===== config.mk =====
export PLATFORM = sky130hd
export DESIGN_NAME = tofr_result_bank
export DESIGN_NICKNAME = d
export VERILOG_FILES = /design/src/pkg/tofr_pkg.sv /design/src/tofr_result_bank.sv /design/src/tofr_sync.sv /design/src/tofr_spi_slave.sv
export SDC_FILE = /design/constraint.sdc
export NUM_CORES = 1
export LEC_CHECK = 0
export BUFFER_PORTS_ARGS = -buffer_cell sky130_fd_sc_hd__buf_2
export CAP_MARGIN = 10
export CORE_UTILIZATION = 40
export CTS_BUF_LIST = sky130_fd_sc_hd__clkbuf_16
export CTS_CLUSTER_SIZE = 30
export DETAILED_ROUTE_END_ITERATION = 8
export SLEW_MARGIN = 20
export SYNTH_ARGS = -nofsm -noshare
export SYNTH_HDL_FRONTEND = slang
export SYNTH_SLANG_ARGS = --single-unit

===== constraint.sdc =====
create_clock -name clock -period 2.85 [get_ports clock]
set_input_delay 0.7125 -clock clock [delete_from_list [all_inputs] [get_ports clock]]
set_output_delay 0.7125 -clock clock [all_outputs]
set_load 0.02 [all_outputs]

===== src/pkg/tofr_pkg.sv =====
// Shared constants and types of the flight-time result register bank.
// Assumes a single 125 MHz system clock; every user includes this package.
package tofr_pkg;

  // Register word layout.
  localparam int REG_W = 24;
  localparam int PARITY_BIT = 23;
  localparam int VALUE_MSB = 22;
  localparam int COUNT_MSB = 15;
  localparam int ADDR_W = 6;
  localparam logic [23:0] RESULT_RESET = 24'h000000;
  // Idle levels of the synchronised pins {sclk, cs_n, mosi, start, stop}.
  localparam logic [4:0] PIN_SYNC_RESET = 5'h08;

  // Register offsets.
  localparam logic [5:0] CONTROL_OFS = 6'h00;
  localparam logic [5:0] FIFTH_TIME_OFS = 6'h18;
  localparam logic [5:0] FIFTH_CLOCK_COUNT_OFS = 6'h19;
  localparam logic [5:0] SIXTH_TIME_OFS = 6'h1a;
  localparam logic [5:0] FIRST_CAL_OFS = 6'h1b;
  localparam logic [5:0] SECOND_CAL_OFS = 6'h1c;

  // Control register fields.
  localparam int CTRL_START_BIT = 0;
  localparam int CTRL_BUSY_BIT = 0;
  localparam int CTRL_TIMEOUT_BIT = 1;
  localparam int CTRL_DONE_BIT = 2;

  // Serial frame layout: one command byte, then one 24-bit word.
  localparam int CMD_BITS = 8;
  localparam int FRAME_BITS = 32;
  localparam int CMD_WRITE_BIT = 6;

  // Timing.
  localparam int CLOCK_NS = 8;
  localparam int TRIG_PULSE_NS = 40;
  localparam int TRIG_PULSE_CYCLES = (TRIG_PULSE_NS + CLOCK_NS - 1) / CLOCK_NS;
  localparam int COARSE_PERIOD_CYCLES = 64;
  localparam int CAL1_PERIODS = 1;
  localparam int CAL2_PERIODS = 10;
  localparam int TIMEOUT_NS = 1000000;
  localparam int TIMEOUT_CYCLES = TIMEOUT_NS / CLOCK_NS;

  // Decoded serial command.
  typedef struct packed {
    logic write;
    logic [5:0] addr;
  } tofr_cmd_t;

  // One result register word.
  typedef struct packed {
    logic parity;
    logic [22:0] value;
  } tofr_word_t;

  // Measurement sequence, one-hot.
  typedef enum logic [5:0] {
    ST_IDLE = 6'b000001,
    ST_TRIGGER = 6'b000010,
    ST_WAIT_START = 6'b000100,
    ST_COUNT = 6'b001000,
    ST_CALIBRATE = 6'b010000,
    ST_PUBLISH = 6'b100000
  } tofr_state_t;

  // Builds a result word with even parity over the value bits.
  function automatic tofr_word_t tofr_make_word(input logic [22:0] value);
    tofr_word_t w;
    w.value = value;
    w.parity = ^value;
    return w;
  endfunction

endpackage


===== src/tofr_result_bank.sv =====
// Flight-time converter core: measurement sequence and result registers.
// Assumes asynchronous pins from the host and the analog front end.
// Operation
// - Time results: 23-bit value, parity bit 23.
// - Clock count: 16-bit count, own address.
// - Clock count bits 22..16 read zero.
// - First calibration: 23-bit value with parity.
// - Second calibration at next address, parity.
// - Results read-only, all zero after reset.
// - Start command emits trigger pulse to front end.
// - START pulse starts the interval counters.
// - STOP pulse stops the counter.
// - Calibrate, then publish counter value.
`timescale 1ns/1ps
module tofr_result_bank #(
  parameter int TIMEOUT = tofr_pkg::TIMEOUT_CYCLES,
  parameter int CAL2_COUNT = tofr_pkg::CAL2_PERIODS
) (
  // Clock and reset.
  input wire logic clock,
  input wire logic reset_n,
  // Serial register port.
  input wire logic spi_sclk,
  input wire logic spi_cs_n,
  input wire logic spi_mosi,
  output logic spi_miso,
  output logic spi_miso_oe,
  // Analog front end.
  output logic trigger_out,
  input wire logic start_pulse,
  input wire logic stop_pulse
);
  import tofr_pkg::*;

  logic [4:0] pins_sync;
  tofr_cmd_t cmd;
  logic cmd_valid, wr_valid;
  logic [23:0] wr_data;
  logic [23:0] rd_data, next_rd_data;

  // Bring every pin into the clock domain; cs_n resets to its idle high.
  tofr_sync #(.WIDTH(5), .RESET_VALUE(PIN_SYNC_RESET)) u_sync (
    .clock(clock),
    .reset_n(reset_n),
    .async_in({spi_sclk, spi_cs_n, spi_mosi, start_pulse, stop_pulse}),
    .sync_out(pins_sync)
  );

  tofr_spi_slave u_spi (
    .clock(clock),
    .reset_n(reset_n),
    .sclk(pins_sync[4]),
    .cs_n(pins_sync[3]),
    .mosi(pins_sync[2]),
    .miso(spi_miso),
    .miso_oe(spi_miso_oe),
    .cmd(cmd),
    .cmd_valid(cmd_valid),
    .rd_data(rd_data),
    .wr_data(wr_data),
    .wr_valid(wr_valid)
  );

  tofr_state_t state, next_state;
  logic start_d, stop_d, next_start_d, next_stop_d;
  logic start_rise, stop_rise, start_cmd;
  logic [3:0] trig_cnt, next_trig_cnt;
  logic [5:0] fine_cnt, next_fine_cnt;
  logic [15:0] coarse_cnt, next_coarse_cnt;
  logic [22:0] total_cnt, next_total_cnt;
  logic [31:0] wait_cnt, next_wait_cnt;
  logic [22:0] cal_cnt, next_cal_cnt;
  logic [22:0] cal1_cap, next_cal1_cap, cal2_cap, next_cal2_cap;
  logic [5:0] fine_cap, next_fine_cap;
  logic [15:0] coarse_cap, next_coarse_cap;
  logic [22:0] total_cap, next_total_cap;
  tofr_word_t fifth_time_result, next_fifth_time_result;
  tofr_word_t fifth_clock_count, next_fifth_clock_count;
  tofr_word_t sixth_time_result, next_sixth_time_result;
  tofr_word_t first_calibration_result, next_first_calibration_result;
  tofr_word_t second_calibration_result, next_second_calibration_result;
  logic timeout_flag, next_timeout_flag;
  logic done_flag, next_done_flag;
  logic done_clear;

  // Edges of the front-end pulses and the host start command.
  always_comb begin
    next_start_d = pins_sync[1];
    next_stop_d = pins_sync[0];
    start_rise = pins_sync[1] & ~start_d;
    stop_rise = pins_sync[0] & ~stop_d;
    start_cmd = wr_valid && cmd.addr == CONTROL_OFS
      && wr_data[CTRL_START_BIT];
    done_clear = cmd_valid && !cmd.write && cmd.addr == CONTROL_OFS;
  end

  // Measurement sequence and its counters.
  always_comb begin
    next_state = state;
    next_trig_cnt = trig_cnt;
    next_fine_cnt = fine_cnt;
    next_coarse_cnt = coarse_cnt;
    next_total_cnt = total_cnt;
    next_wait_cnt = wait_cnt;
    next_cal_cnt = cal_cnt;
    next_cal1_cap = cal1_cap;
    next_cal2_cap = cal2_cap;
    next_fine_cap = fine_cap;
    next_coarse_cap = coarse_cap;
    next_total_cap = total_cap;
    next_timeout_flag = timeout_flag;
    case (state)
      ST_IDLE: begin
        if (start_cmd) begin
          next_state = ST_TRIGGER;
          next_trig_cnt = 4'(TRIG_PULSE_CYCLES - 1);
          next_timeout_flag = 1'b0;
        end
      end
      ST_TRIGGER: begin
        if (trig_cnt == 4'h0) begin
          next_state = ST_WAIT_START;
          next_wait_cnt = 32'h00000000;
        end else begin
          next_trig_cnt = trig_cnt - 4'h1;
        end
      end
      ST_WAIT_START: begin
        next_wait_cnt = wait_cnt + 32'h00000001;
        if (start_rise) begin
          next_state = ST_COUNT;
          next_fine_cnt = 6'h00;
          next_coarse_cnt = 16'h0000;
          next_total_cnt = 23'h000000;
          next_wait_cnt = 32'h00000000;
        end else if (wait_cnt == 32'(TIMEOUT - 1)) begin
          next_state = ST_IDLE;
          next_timeout_flag = 1'b1;
        end
      end
      ST_COUNT: begin
        next_wait_cnt = wait_cnt + 32'h00000001;
        next_total_cnt = total_cnt + 23'h000001;
        if (fine_cnt == 6'(COARSE_PERIOD_CYCLES - 1)) begin
          next_fine_cnt = 6'h00;
          next_coarse_cnt = coarse_cnt + 16'h0001;
        end else begin
          next_fine_cnt = fine_cnt + 6'h01;
        end
        if (stop_rise) begin
          next_state = ST_CALIBRATE;
          next_fine_cap = fine_cnt;
          next_coarse_cap = coarse_cnt;
          next_total_cap = total_cnt;
          next_cal_cnt = 23'h000000;
        end else if (wait_cnt == 32'(TIMEOUT - 1)) begin
          next_state = ST_IDLE;
          next_timeout_flag = 1'b1;
        end
      end
      ST_CALIBRATE: begin
        // Time a short and a long run of reference periods.
        next_cal_cnt = cal_cnt + 23'h000001;
        if (cal_cnt == 23'(CAL1_PERIODS - 1)) begin
          next_cal1_cap = next_cal_cnt;
        end
        if (cal_cnt == 23'(CAL2_COUNT - 1)) begin
          next_cal2_cap = next_cal_cnt;
          next_state = ST_PUBLISH;
        end
      end
      ST_PUBLISH: begin
        next_state = ST_IDLE;
      end
      default: begin
        next_state = ST_IDLE;
      end
    endcase
  end

  // Result registers load only at publish; host writes never reach them.
  always_comb begin
    next_fifth_time_result = fifth_time_result;
    next_fifth_clock_count = fifth_clock_count;
    next_sixth_time_result = sixth_time_result;
    next_first_calibration_result = first_calibration_result;
    next_second_calibration_result = second_calibration_result;
    next_done_flag = done_flag & ~done_clear;
    if (state == ST_PUBLISH) begin
      next_done_flag = 1'b1;
      next_fifth_time_result = tofr_make_word({17'h00000, fine_cap});
      next_fifth_clock_count =
        tofr_make_word({7'h00, coarse_cap});
      next_sixth_time_result = tofr_make_word(total_cap);
      next_first_calibration_result = tofr_make_word(cal1_cap);
      next_second_calibration_result = tofr_make_word(cal2_cap);
    end
  end

  // Read multiplexer; unmapped offsets read zero.
  always_comb begin
    next_rd_data = 24'h000000;
    case (cmd.addr)
      CONTROL_OFS: begin
        next_rd_data[CTRL_BUSY_BIT] = state != ST_IDLE;
        next_rd_data[CTRL_TIMEOUT_BIT] = timeout_flag;
        next_rd_data[CTRL_DONE_BIT] = done_flag;
      end
      FIFTH_TIME_OFS: next_rd_data = fifth_time_result;
      FIFTH_CLOCK_COUNT_OFS: next_rd_data = fifth_clock_count;
      SIXTH_TIME_OFS: next_rd_data = sixth_time_result;
      FIRST_CAL_OFS: next_rd_data = first_calibration_result;
      SECOND_CAL_OFS: next_rd_data = second_calibration_result;
      default: next_rd_data = 24'h000000;
    endcase
  end

  // Register all state; every result word clears to zero.
  always_ff @(posedge clock or negedge reset_n) begin
    if (!reset_n) begin
      state <= ST_IDLE;
      start_d <= 1'b0;
      stop_d <= 1'b0;
      trig_cnt <= 4'h0;
      fine_cnt <= 6'h00;
      coarse_cnt <= 16'h0000;
      total_cnt <= 23'h000000;
      wait_cnt <= 32'h00000000;
      cal_cnt <= 23'h000000;
      cal1_cap <= 23'h000000;
      cal2_cap <= 23'h000000;
      fine_cap <= 6'h00;
      coarse_cap <= 16'h0000;
      total_cap <= 23'h000000;
      fifth_time_result <= RESULT_RESET;
      fifth_clock_count <= RESULT_RESET;
      sixth_time_result <= RESULT_RESET;
      first_calibration_result <= RESULT_RESET;
      second_calibration_result <= RESULT_RESET;
      timeout_flag <= 1'b0;
      done_flag <= 1'b0;
      rd_data <= 24'h000000;
    end else begin
      state <= next_state;
      start_d <= next_start_d;
      stop_d <= next_stop_d;
      trig_cnt <= next_trig_cnt;
      fine_cnt <= next_fine_cnt;
      coarse_cnt <= next_coarse_cnt;
      total_cnt <= next_total_cnt;
      wait_cnt <= next_wait_cnt;
      cal_cnt <= next_cal_cnt;
      cal1_cap <= next_cal1_cap;
      cal2_cap <= next_cal2_cap;
      fine_cap <= next_fine_cap;
      coarse_cap <= next_coarse_cap;
      total_cap <= next_total_cap;
      fifth_time_result <= next_fifth_time_result;
      fifth_clock_count <= next_fifth_clock_count;
      sixth_time_result <= next_sixth_time_result;
      first_calibration_result <= next_first_calibration_result;
      second_calibration_result <= next_second_calibration_result;
      timeout_flag <= next_timeout_flag;
      done_flag <= next_done_flag;
      rd_data <= next_rd_data;
    end
  end

  // Trigger is high for the whole trigger phase.
  assign trigger_out = state == ST_TRIGGER;

  property p_time_parity;
    @(posedge clock) disable iff (!reset_n)
      sixth_time_result.parity == ^sixth_time_result.value
      && fifth_time_result.parity == ^fifth_time_result.value;
  endproperty
  a_time_parity: assert property (p_time_parity)
    else $error("time result parity wrong");

  property p_count_layout;
    @(posedge clock) disable iff (!reset_n)
      $rose(done_flag) |-> fifth_clock_count.value[15:0] == $past(coarse_cap)
      && fifth_clock_count.parity == ^fifth_clock_count.value;
  endproperty
  a_count_layout: assert property (p_count_layout)
    else $error("clock count not loaded from coarse count");

  property p_count_upper_zero;
    @(posedge clock) disable iff (!reset_n)
      fifth_clock_count.value[22:16] == 7'h00;
  endproperty
  a_count_upper_zero: assert property (p_count_upper_zero)
    else $error("clock count upper bits not zero");

  property p_cal1;
    @(posedge clock) disable iff (!reset_n)
      state == ST_PUBLISH |=> first_calibration_result.value == 23'(CAL1_PERIODS)
      && first_calibration_result.parity == ^first_calibration_result.value;
  endproperty
  a_cal1: assert property (p_cal1)
    else $error("first calibration word wrong");

  property p_cal2;
    @(posedge clock) disable iff (!reset_n)
      state == ST_PUBLISH |=> second_calibration_result.value == 23'(CAL2_COUNT)
      && second_calibration_result.parity == ^second_calibration_result.value;
  endproperty
  a_cal2: assert property (p_cal2)
    else $error("second calibration word wrong");

  property p_read_only;
    @(posedge clock) disable iff (!reset_n)
      state != ST_PUBLISH |=> $stable(sixth_time_result)
      && $stable(fifth_clock_count) && $stable(second_calibration_result);
  endproperty
  a_read_only: assert property (p_read_only)
    else $error("result changed outside publish");

  property p_trigger;
    @(posedge clock) disable iff (!reset_n)
      state == ST_IDLE && start_cmd |=> trigger_out [*5] ##1 !trigger_out;
  endproperty
  a_trigger: assert property (p_trigger)
    else $error("trigger pulse missing or wrong width");

  property p_start;
    @(posedge clock) disable iff (!reset_n)
      state == ST_WAIT_START && start_rise |=> state == ST_COUNT
      && total_cnt == 23'h000000;
  endproperty
  a_start: assert property (p_start)
    else $error("counters did not start");

  property p_stop;
    @(posedge clock) disable iff (!reset_n)
      state == ST_COUNT && stop_rise |=> state == ST_CALIBRATE
      && total_cap == $past(total_cnt);
  endproperty
  a_stop: assert property (p_stop)
    else $error("counter did not stop");

endmodule


===== src/tofr_sync.sv =====
// Two-flop synchroniser for a group of asynchronous pins.
// Assumes each bit is an independent level; no bus coherence is kept.
`timescale 1ns/1ps
module tofr_sync #(
  parameter int WIDTH = 1,
  parameter logic [WIDTH-1:0] RESET_VALUE = '0
) (
  // Clock and reset.
  input wire logic clock,
  input wire logic reset_n,
  // Pins and their synchronised copies.
  input wire logic [WIDTH-1:0] async_in,
  output logic [WIDTH-1:0] sync_out
);

  logic [WIDTH-1:0] stage1;
  logic [WIDTH-1:0] next_stage1;
  logic [WIDTH-1:0] next_sync_out;

  // Next values: the first stage feeds only the second.
  always_comb begin
    next_stage1 = async_in;
    next_sync_out = stage1;
  end

  // Register both stages; each bit resets to its pin's idle level, so that
  // no false select or false edge shows after reset.
  always_ff @(posedge clock or negedge reset_n) begin
    if (!reset_n) begin
      stage1 <= RESET_VALUE;
      sync_out <= RESET_VALUE;
    end else begin
      stage1 <= next_stage1;
      sync_out <= next_sync_out;
    end
  end

endmodule


===== src/tofr_spi_slave.sv =====
// Serial slave, mode 0, oversampled by the system clock.
// Assumes synchronised pins and a serial clock at most one eighth of clock.
`timescale 1ns/1ps
module tofr_spi_slave (
  // Clock and reset.
  input wire logic clock,
  input wire logic reset_n,
  // Synchronised serial pins.
  input wire logic sclk,
  input wire logic cs_n,
  input wire logic mosi,
  output logic miso,
  output logic miso_oe,
  // Register side.
  output tofr_pkg::tofr_cmd_t cmd,
  output logic cmd_valid,
  input wire logic [23:0] rd_data,
  output logic [23:0] wr_data,
  output logic wr_valid
);
  import tofr_pkg::*;

  logic sclk_d, next_sclk_d;
  logic [5:0] bit_cnt, next_bit_cnt;
  logic [23:0] rx, next_rx;
  logic [23:0] tx, next_tx;
  logic load, next_load;
  tofr_cmd_t next_cmd;
  logic next_cmd_valid, next_wr_valid;
  logic [23:0] next_wr_data;
  logic rise, fall;
  logic [7:0] cmd_byte;

  // Shift on serial edges; the command byte fetches the read word.
  always_comb begin
    rise = sclk & ~sclk_d;
    fall = ~sclk & sclk_d;
    cmd_byte = {rx[6:0], mosi};
    next_sclk_d = sclk;
    next_bit_cnt = bit_cnt;
    next_rx = rx;
    next_tx = tx;
    next_cmd = cmd;
    next_cmd_valid = 1'b0;
    next_wr_valid = 1'b0;
    next_wr_data = wr_data;
    next_load = cmd_valid;
    if (load) begin
      next_tx = rd_data;
    end
    if (cs_n) begin
      next_bit_cnt = 6'h00;
    end else if (rise) begin
      next_rx = {rx[22:0], mosi};
      next_bit_cnt = bit_cnt + 6'h01;
      if (bit_cnt == 6'(CMD_BITS - 1)) begin
        next_cmd.write = cmd_byte[CMD_WRITE_BIT];
        next_cmd.addr = cmd_byte[5:0];
        next_cmd_valid = 1'b1;
      end
      if (bit_cnt == 6'(FRAME_BITS - 1) && cmd.write) begin
        next_wr_data = {rx[22:0], mosi};
        next_wr_valid = 1'b1;
      end
    end else if (fall && bit_cnt > 6'(CMD_BITS)) begin
      next_tx = {tx[22:0], 1'b0};
    end
  end

  // Register the slave state.
  always_ff @(posedge clock or negedge reset_n) begin
    if (!reset_n) begin
      sclk_d <= 1'b0;
      bit_cnt <= 6'h00;
      rx <= 24'h000000;
      tx <= 24'h000000;
      load <= 1'b0;
      cmd <= '0;
      cmd_valid <= 1'b0;
      wr_valid <= 1'b0;
      wr_data <= 24'h000000;
    end else begin
      sclk_d <= next_sclk_d;
      bit_cnt <= next_bit_cnt;
      rx <= next_rx;
      tx <= next_tx;
      load <= next_load;
      cmd <= next_cmd;
      cmd_valid <= next_cmd_valid;
      wr_valid <= next_wr_valid;
      wr_data <= next_wr_data;
    end
  end

  // Drive the data pin only while selected.
  assign miso = tx[23];
  assign miso_oe = ~cs_n;

endmodule


# Word-level counts from Yosys, hierarchy flattened
# Cells that the tools add are included.
[totals] in_bits=7 out_inout_bits=3 regBits=383
[op_classes] reduce_logical=34 magnitude_cmp=1 n_eq_ne=26 n_bitwise=11 add_sub_neg=7 mux=43
[ops] op="$reduce_xor A23 Y1" n=5
[ops] op="$pmux W21 S5" n=1
[ops] op="$mux W24" n=4
[ops] op="$pmux W32 S3" n=1
[ops] op="$pmux W23 S2" n=2
[ops] op="$mux W32" n=2
[ops] op="$mux W6" n=10
[ops] op="$add A23 B1 Y23 const B" n=2
[ops] op="$mux W23" n=2
[ops] op="$eq A6 B5 Y1 const B" n=7
[ops] op="$add A32 B1 Y32 const B" n=1
[ops] op="$eq A32 B17 Y1 const B" n=1
[ops] op="$mux W16" n=2
[ops] op="$pmux W16 S2" n=1
[ops] op="$pmux W6 S5" n=1
[ops] op="$eq A23 B4 Y1 const B" n=1
[ops] op="$logic_not A23 Y1" n=1
[ops] op="$pmux W3 S6" n=1
[ops] op="$add A16 B1 Y16 const B" n=1
[ops] op="$ne A2 B2 Y1 const B" n=8
[ops] op="$reduce_and A3 Y1" n=5
[ops] op="$reduce_and A2 Y1" n=7
[ops] op="$add A6 B1 Y6 const B" n=2
[ops] op="$eq A6 B3 Y1 const B" n=2
[ops] op="other kinds (22)" n=52

# Longest topological paths before layout
[depth] ltp_word=6 ltp_mapped=9

# Hierarchy
# A second synthesis with hierarchy kept.
[unflattened] hier_cells=1517 area_unflattened_um2=18759.2
[by_module_without_submodules] mod="tofr_result_bank" area_per_inst_um2=14849.2 seq_area_each_um2=8134.1 cells_per_inst=1272 instances=1
[by_module_without_submodules] mod="tofr_spi_slave" area_per_inst_um2=3657.3 seq_area_each_um2=2202.1 cells_per_inst=235 instances=1
[by_module_without_submodules] mod="tofr_sync" area_per_inst_um2=252.7 seq_area_each_um2=252.7 cells_per_inst=10 instances=1

# Least setup slack after synthesis
# No wires, ideal clock.
[synth_path] kind="flip-flop to flip-flop" from="reg state[2]" to="reg wait_cnt[29]" arrival_time_ns=2.078 period_less_slack_ns=2.156 n_path_buf=1 path_stages_with_launch=7 slack_ns=0.694 setup_time_ns=0.077 cell_sequence="dfrtp_1 buf_2 nor4_4 nand4_2 a211o_1 or4_1 a21oi_1"
[synth_between] elab_chain_len=3 elab_cells_between_ends=7
[synth_lines] item="from (decl)" line_no="tofr_result_bank.sv:64" source="tofr_state_t state, next_state;"
[synth_lines] item="from (signal assigned)" line_no="tofr_result_bank.sv:244" source="state <= next_state;"
[synth_lines] item="$eq A6 B2 Y1, or another cell as far along" line_no="tofr_result_bank.sv:112" source="case (state)"
[synth_lines] item="$ne A2 B1 Y1 (no source line) or $reduce_bool A3 Y1 (tied branches)"
[synth_lines] item="$reduce_and A2 Y1 (no source line)"
[synth_lines] item="to (signal assigned)" line_no="tofr_result_bank.sv:251" source="wait_cnt <= next_wait_cnt;"
[synth_lines] item="to (decl)" line_no="tofr_result_bank.sv:71" source="logic [31:0] wait_cnt, next_wait_cnt;"
# Several ways; a longest one is shown, not always the timed one.
# A chain may end at the register's enable or synchronous reset.

# Worst setup path in the final report
[layout_path] from="reg state[2]" to="out trigger_out"
[layout_between] elab_chain_len=1
[layout_lines] item="$eq A6 B2 Y1" line_no="tofr_result_bank.sv:270" source="assign trigger_out = state == ST_TRIGGER;"
[layout_lines] item="to (decl)" line_no="tofr_result_bank.sv:29" source="output logic trigger_out,"
# No other way between the ends.

==> results.md <==
* Core Area at 0.0419 sq mm
* Number of top-level pins at 10
* Post-Syn Instances at 1463
* Post_cts resized at 0
* Clock Tree Root: clkbuf_16
* Final min period at 2.62 ns
* Worst r2r dst: wait_cnt[29]$_DFFE_PN0P_
* GPL Wtd Cong at 0.776
* Clk slew on worst S/H paths at 0.06 ns
* Slew @ Worst Pin at 1.02 ns
* RSZ-0062 raised after global routing: false
* Internal power at 8.43 mW
* Post-synth ARST share at 1.00
* Synth area leader: dfrtp_1
* Final Skew at 0.0139 ns
* Post-synth EDFFs at 0
* Die Ht at 208 microns
* CP max FO at 10
* Filler cells at 3803
* WP data arrival at 1.91 ns
* Dpl hpwl at 23300 microns
* Number of detailed-route iterations in the first pass at 6
* Number of global-route vias before repair at 11100
* Max Slew Vio Count at 0
* Via count at 11100
* Fin nets at 1502
* Final period utilization at 0.921
* Pwr Density at 561 mW/mm^2
* First-pass GRT wire length at 59800 microns
* Total gr overflow at 0
* Share of cells above drive strength 1 at 0.182
* Count leader, synth: dfrtp_1
* Starting Density at 0.405
* Deepest clock path buffer count at 3
* Iter 0 DRT Violations at 868
* Register area share after synthesis at 0.565
* DRT antenna net count at 0
* Comb pwr share at 0.018
* NetSw at 2.32 mW
* Cell Area, Synth at 0.0170 sq mm
* Tot GR Track Use at 0.170
* Ant diodes at 0
* Reg2Reg Setup Slack at 0.41 ns
* Worst IR Drop VDD at 0.410 mV
* Hold crit path type: in2async
* Seq pwr share at 0.513
* Clk Latency, worst-skew pair at 0.56 ns
* Routed WL per cell at 17.2 microns
* CTS tree: yes
* Synth warn at 0
* F_max at 381 MHz
* Drt drc at 0
* Final Hold Fails at 0
* Commonest cells post-synth: 380 x dfrtp_1, 150 x mux2_2, 112 x nand2_1, 112 x o21ai_0, 81 x xnor2_1
* Synth area leaders: dfrtp_1 56%, mux2_2 9.9%, xnor2_1 4.2%, o21ai_0 3.3%, nand2_1 2.5%
* Setup-failing EPs final at 0
* Max-Cap Viols at 0
* DRT Wirelength at 35300 microns
* #FFs+latches synth at 383
* Clk pwr share at 0.469
* Top-area cell type share of the netlist area at 0.560
* Final Cell Area at 0.0192 sq mm
* R2R Path Start: state[2]$_DFFE_PN0P_
* Largest net degree at the start of global routing at 104
* Crit path capture type: output port
* CP required at 2.14 ns
* Post-route setup TNS at 0 ns
* Die X at 208 microns
* # rows at 75
* Leak at 8.96 nW
* Critical setup path kind: reg2out
* PortBufs at 9
* Status: finished clean
* Syn_area_per_cell at 11.6 sq um
* H-tree levels at 2
* Via-to-Cell Ratio at 5.40
* Worst r2r path cells at 5
* Die footprint at 0.0433 sq mm
* Sw Ratio at 0.216
* Synth Net Count at 1480
* Inserted Clock Buffers at 44
* Placed cell count at 1978
* Worst rel slew slack at 0.314
* Total power at 10.8 mW
* Hold Slack at 0.134 ns
* Placement Cell Area at 0.0179 sq mm
* Postcts setup bufs at 0
* Startpoint types: flip-flop
* Final Non-Filler Cells at 2056
* Hold buffers post-CTS at 0
* Primary FF master, synth: dfrtp_1
* Initial antenna violation count at 0
* Unique masters post-synth at 60
* Area grow syn2layout at 12.9%
* Clk sinks at 383
[registers in the layout (all words and copies together) (netlist names), 4 cells and up]
| signal | flops |
|---|---|
| cal1_cap | 23 |
| cal2_cap | 23 |
| cal_cnt | 23 |
| coarse_cap | 16 |
| coarse_cnt | 16 |
| fifth_clock_count | 17 |
| fifth_time_result | 7 |
| fine_cap | 6 |
| fine_cnt | 6 |
| first_calibration_result | 24 |
| rd_data | 24 |
| second_calibration_result | 24 |
| sixth_time_result | 24 |
| state | 6 |
| total_cap | 23 |
| total_cnt | 23 |
| trig_cnt | 4 |
| u_spi.bit_cnt | 6 |
| u_spi.cmd | 7 |
| u_spi.rx | 6 |
| u_spi.tx | 24 |
| u_sync.next_sync_out | 5 |
| u_sync.sync_out | 5 |
| wait_cnt | 32 |
[area by class of cell]
type	count	area (sq um)	share of cell area
clock inverter	34	184	0.00960
tap	539	674	0.0352
timing repair buffer	50	488	0.0255
sequential	383	9590	0.500
inverter	31	116	0.00607
multi-input combinational	975	7010	0.366
clock buffer	44	1100	0.0575
[through the flow]
step	setup slack, ns	util
after floorplan	0.694	-
after global placement	0.464	0.426
after detailed placement	0.418	0.426
after CTS	0.166	0.457
after global routing	0.0949	0.457
final	0.225	0.457
[cells in the final DEF (no fill, tap or decap), types with 12 or more instances in the layout]
cell	synthesis	final
clkinv_1	0	12
o31ai_1	14	14
nand2_1	112	112
clkbuf_16	0	44
nor2_1	66	65
a21oi_1	43	43
a22oi_1	13	13
buf_4	0	31
nand4_1	35	35
mux2_2	150	150
inv_1	31	43
nand3_1	46	46
and3_1	13	13
mux2i_1	25	25
nor2b_1	44	44
dfrtp_1	380	380
a222oi_1	21	21
xnor2_1	81	81
or3_1	24	24
o21ai_0	112	112
xor2_1	40	40
[critical path, stage by stage (launching register included)]
cell and delay [ns]:
dfrtp_1 0.49, nor4_4 0.35, buf_4 0.19, nand2_1 0.11, inv_1 0.07, buf_2 0.15
[worst max-delay path by stage]
| stage | startpoint | endpoint | slack, ns | cells after the start |
|---|---|---|---|---|
| 6_report | state[2]$_DFFE_PN0P_ | trigger_out | 0.23 | 5 |
| 5_1_grt | state[2]$_DFFE_PN0P_ | trigger_out | 0.09 | 5 |
| 2_1_floorplan | state[2]$_DFFE_PN0P_ | wait_cnt[29]$_DFFE_PN0P_ | 0.69 | 6 |
| 4_1_cts | state[2]$_DFFE_PN0P_ | trigger_out | 0.17 | 5 |
| 3_5_place_dp | wait_cnt[2]$_DFFE_PN0P_ | wait_cnt[29]$_DFFE_PN0P_ | 0.42 | 5 |
| 3_3_place_gp | state[5]$_DFFE_PN0P_ | total_cnt[22]$_DFFE_PN0P_ | 0.46 | 5 |
[cells by family (layout without fill, tap and decap cells)]
| kind of cell | Yosys count | count (layout) | share of synthesized area |
|---|---|---|---|
| fa+ha+maj | 10 | 10 | 0.00737 |
| compound gates | 243 | 243 | 0.0887 |
| simple gates | 423 | 423 | 0.134 |
| buf+inv | 105 | 159 | 0.0242 |
| flops | 383 | 383 | 0.565 |
| mux | 175 | 175 | 0.114 |
| xor+xnor | 124 | 124 | 0.0664 |
[power groups by stage]
stage	sequential [mW]	clock, mW	combinational, mW
floorplan	5.60	0	0.0447
detailed placement	5.62	0	0.199
CTS	5.52	5.22	0.199
finish	5.52	5.05	0.188
global placement	5.61	0	0.195
global route	5.52	5.44	0.220
[per-layer routing]
metal	global-route usage	part of all wire	up-vias
met5	0	0	-
met4	0.0432	0.016	0
met3	0.0300	0.038	41
met2	0.263	0.46	177
met1	0.247	0.49	5598
li1	-	-	5278
Note: power is estimated with default switching activity, not from simulation.
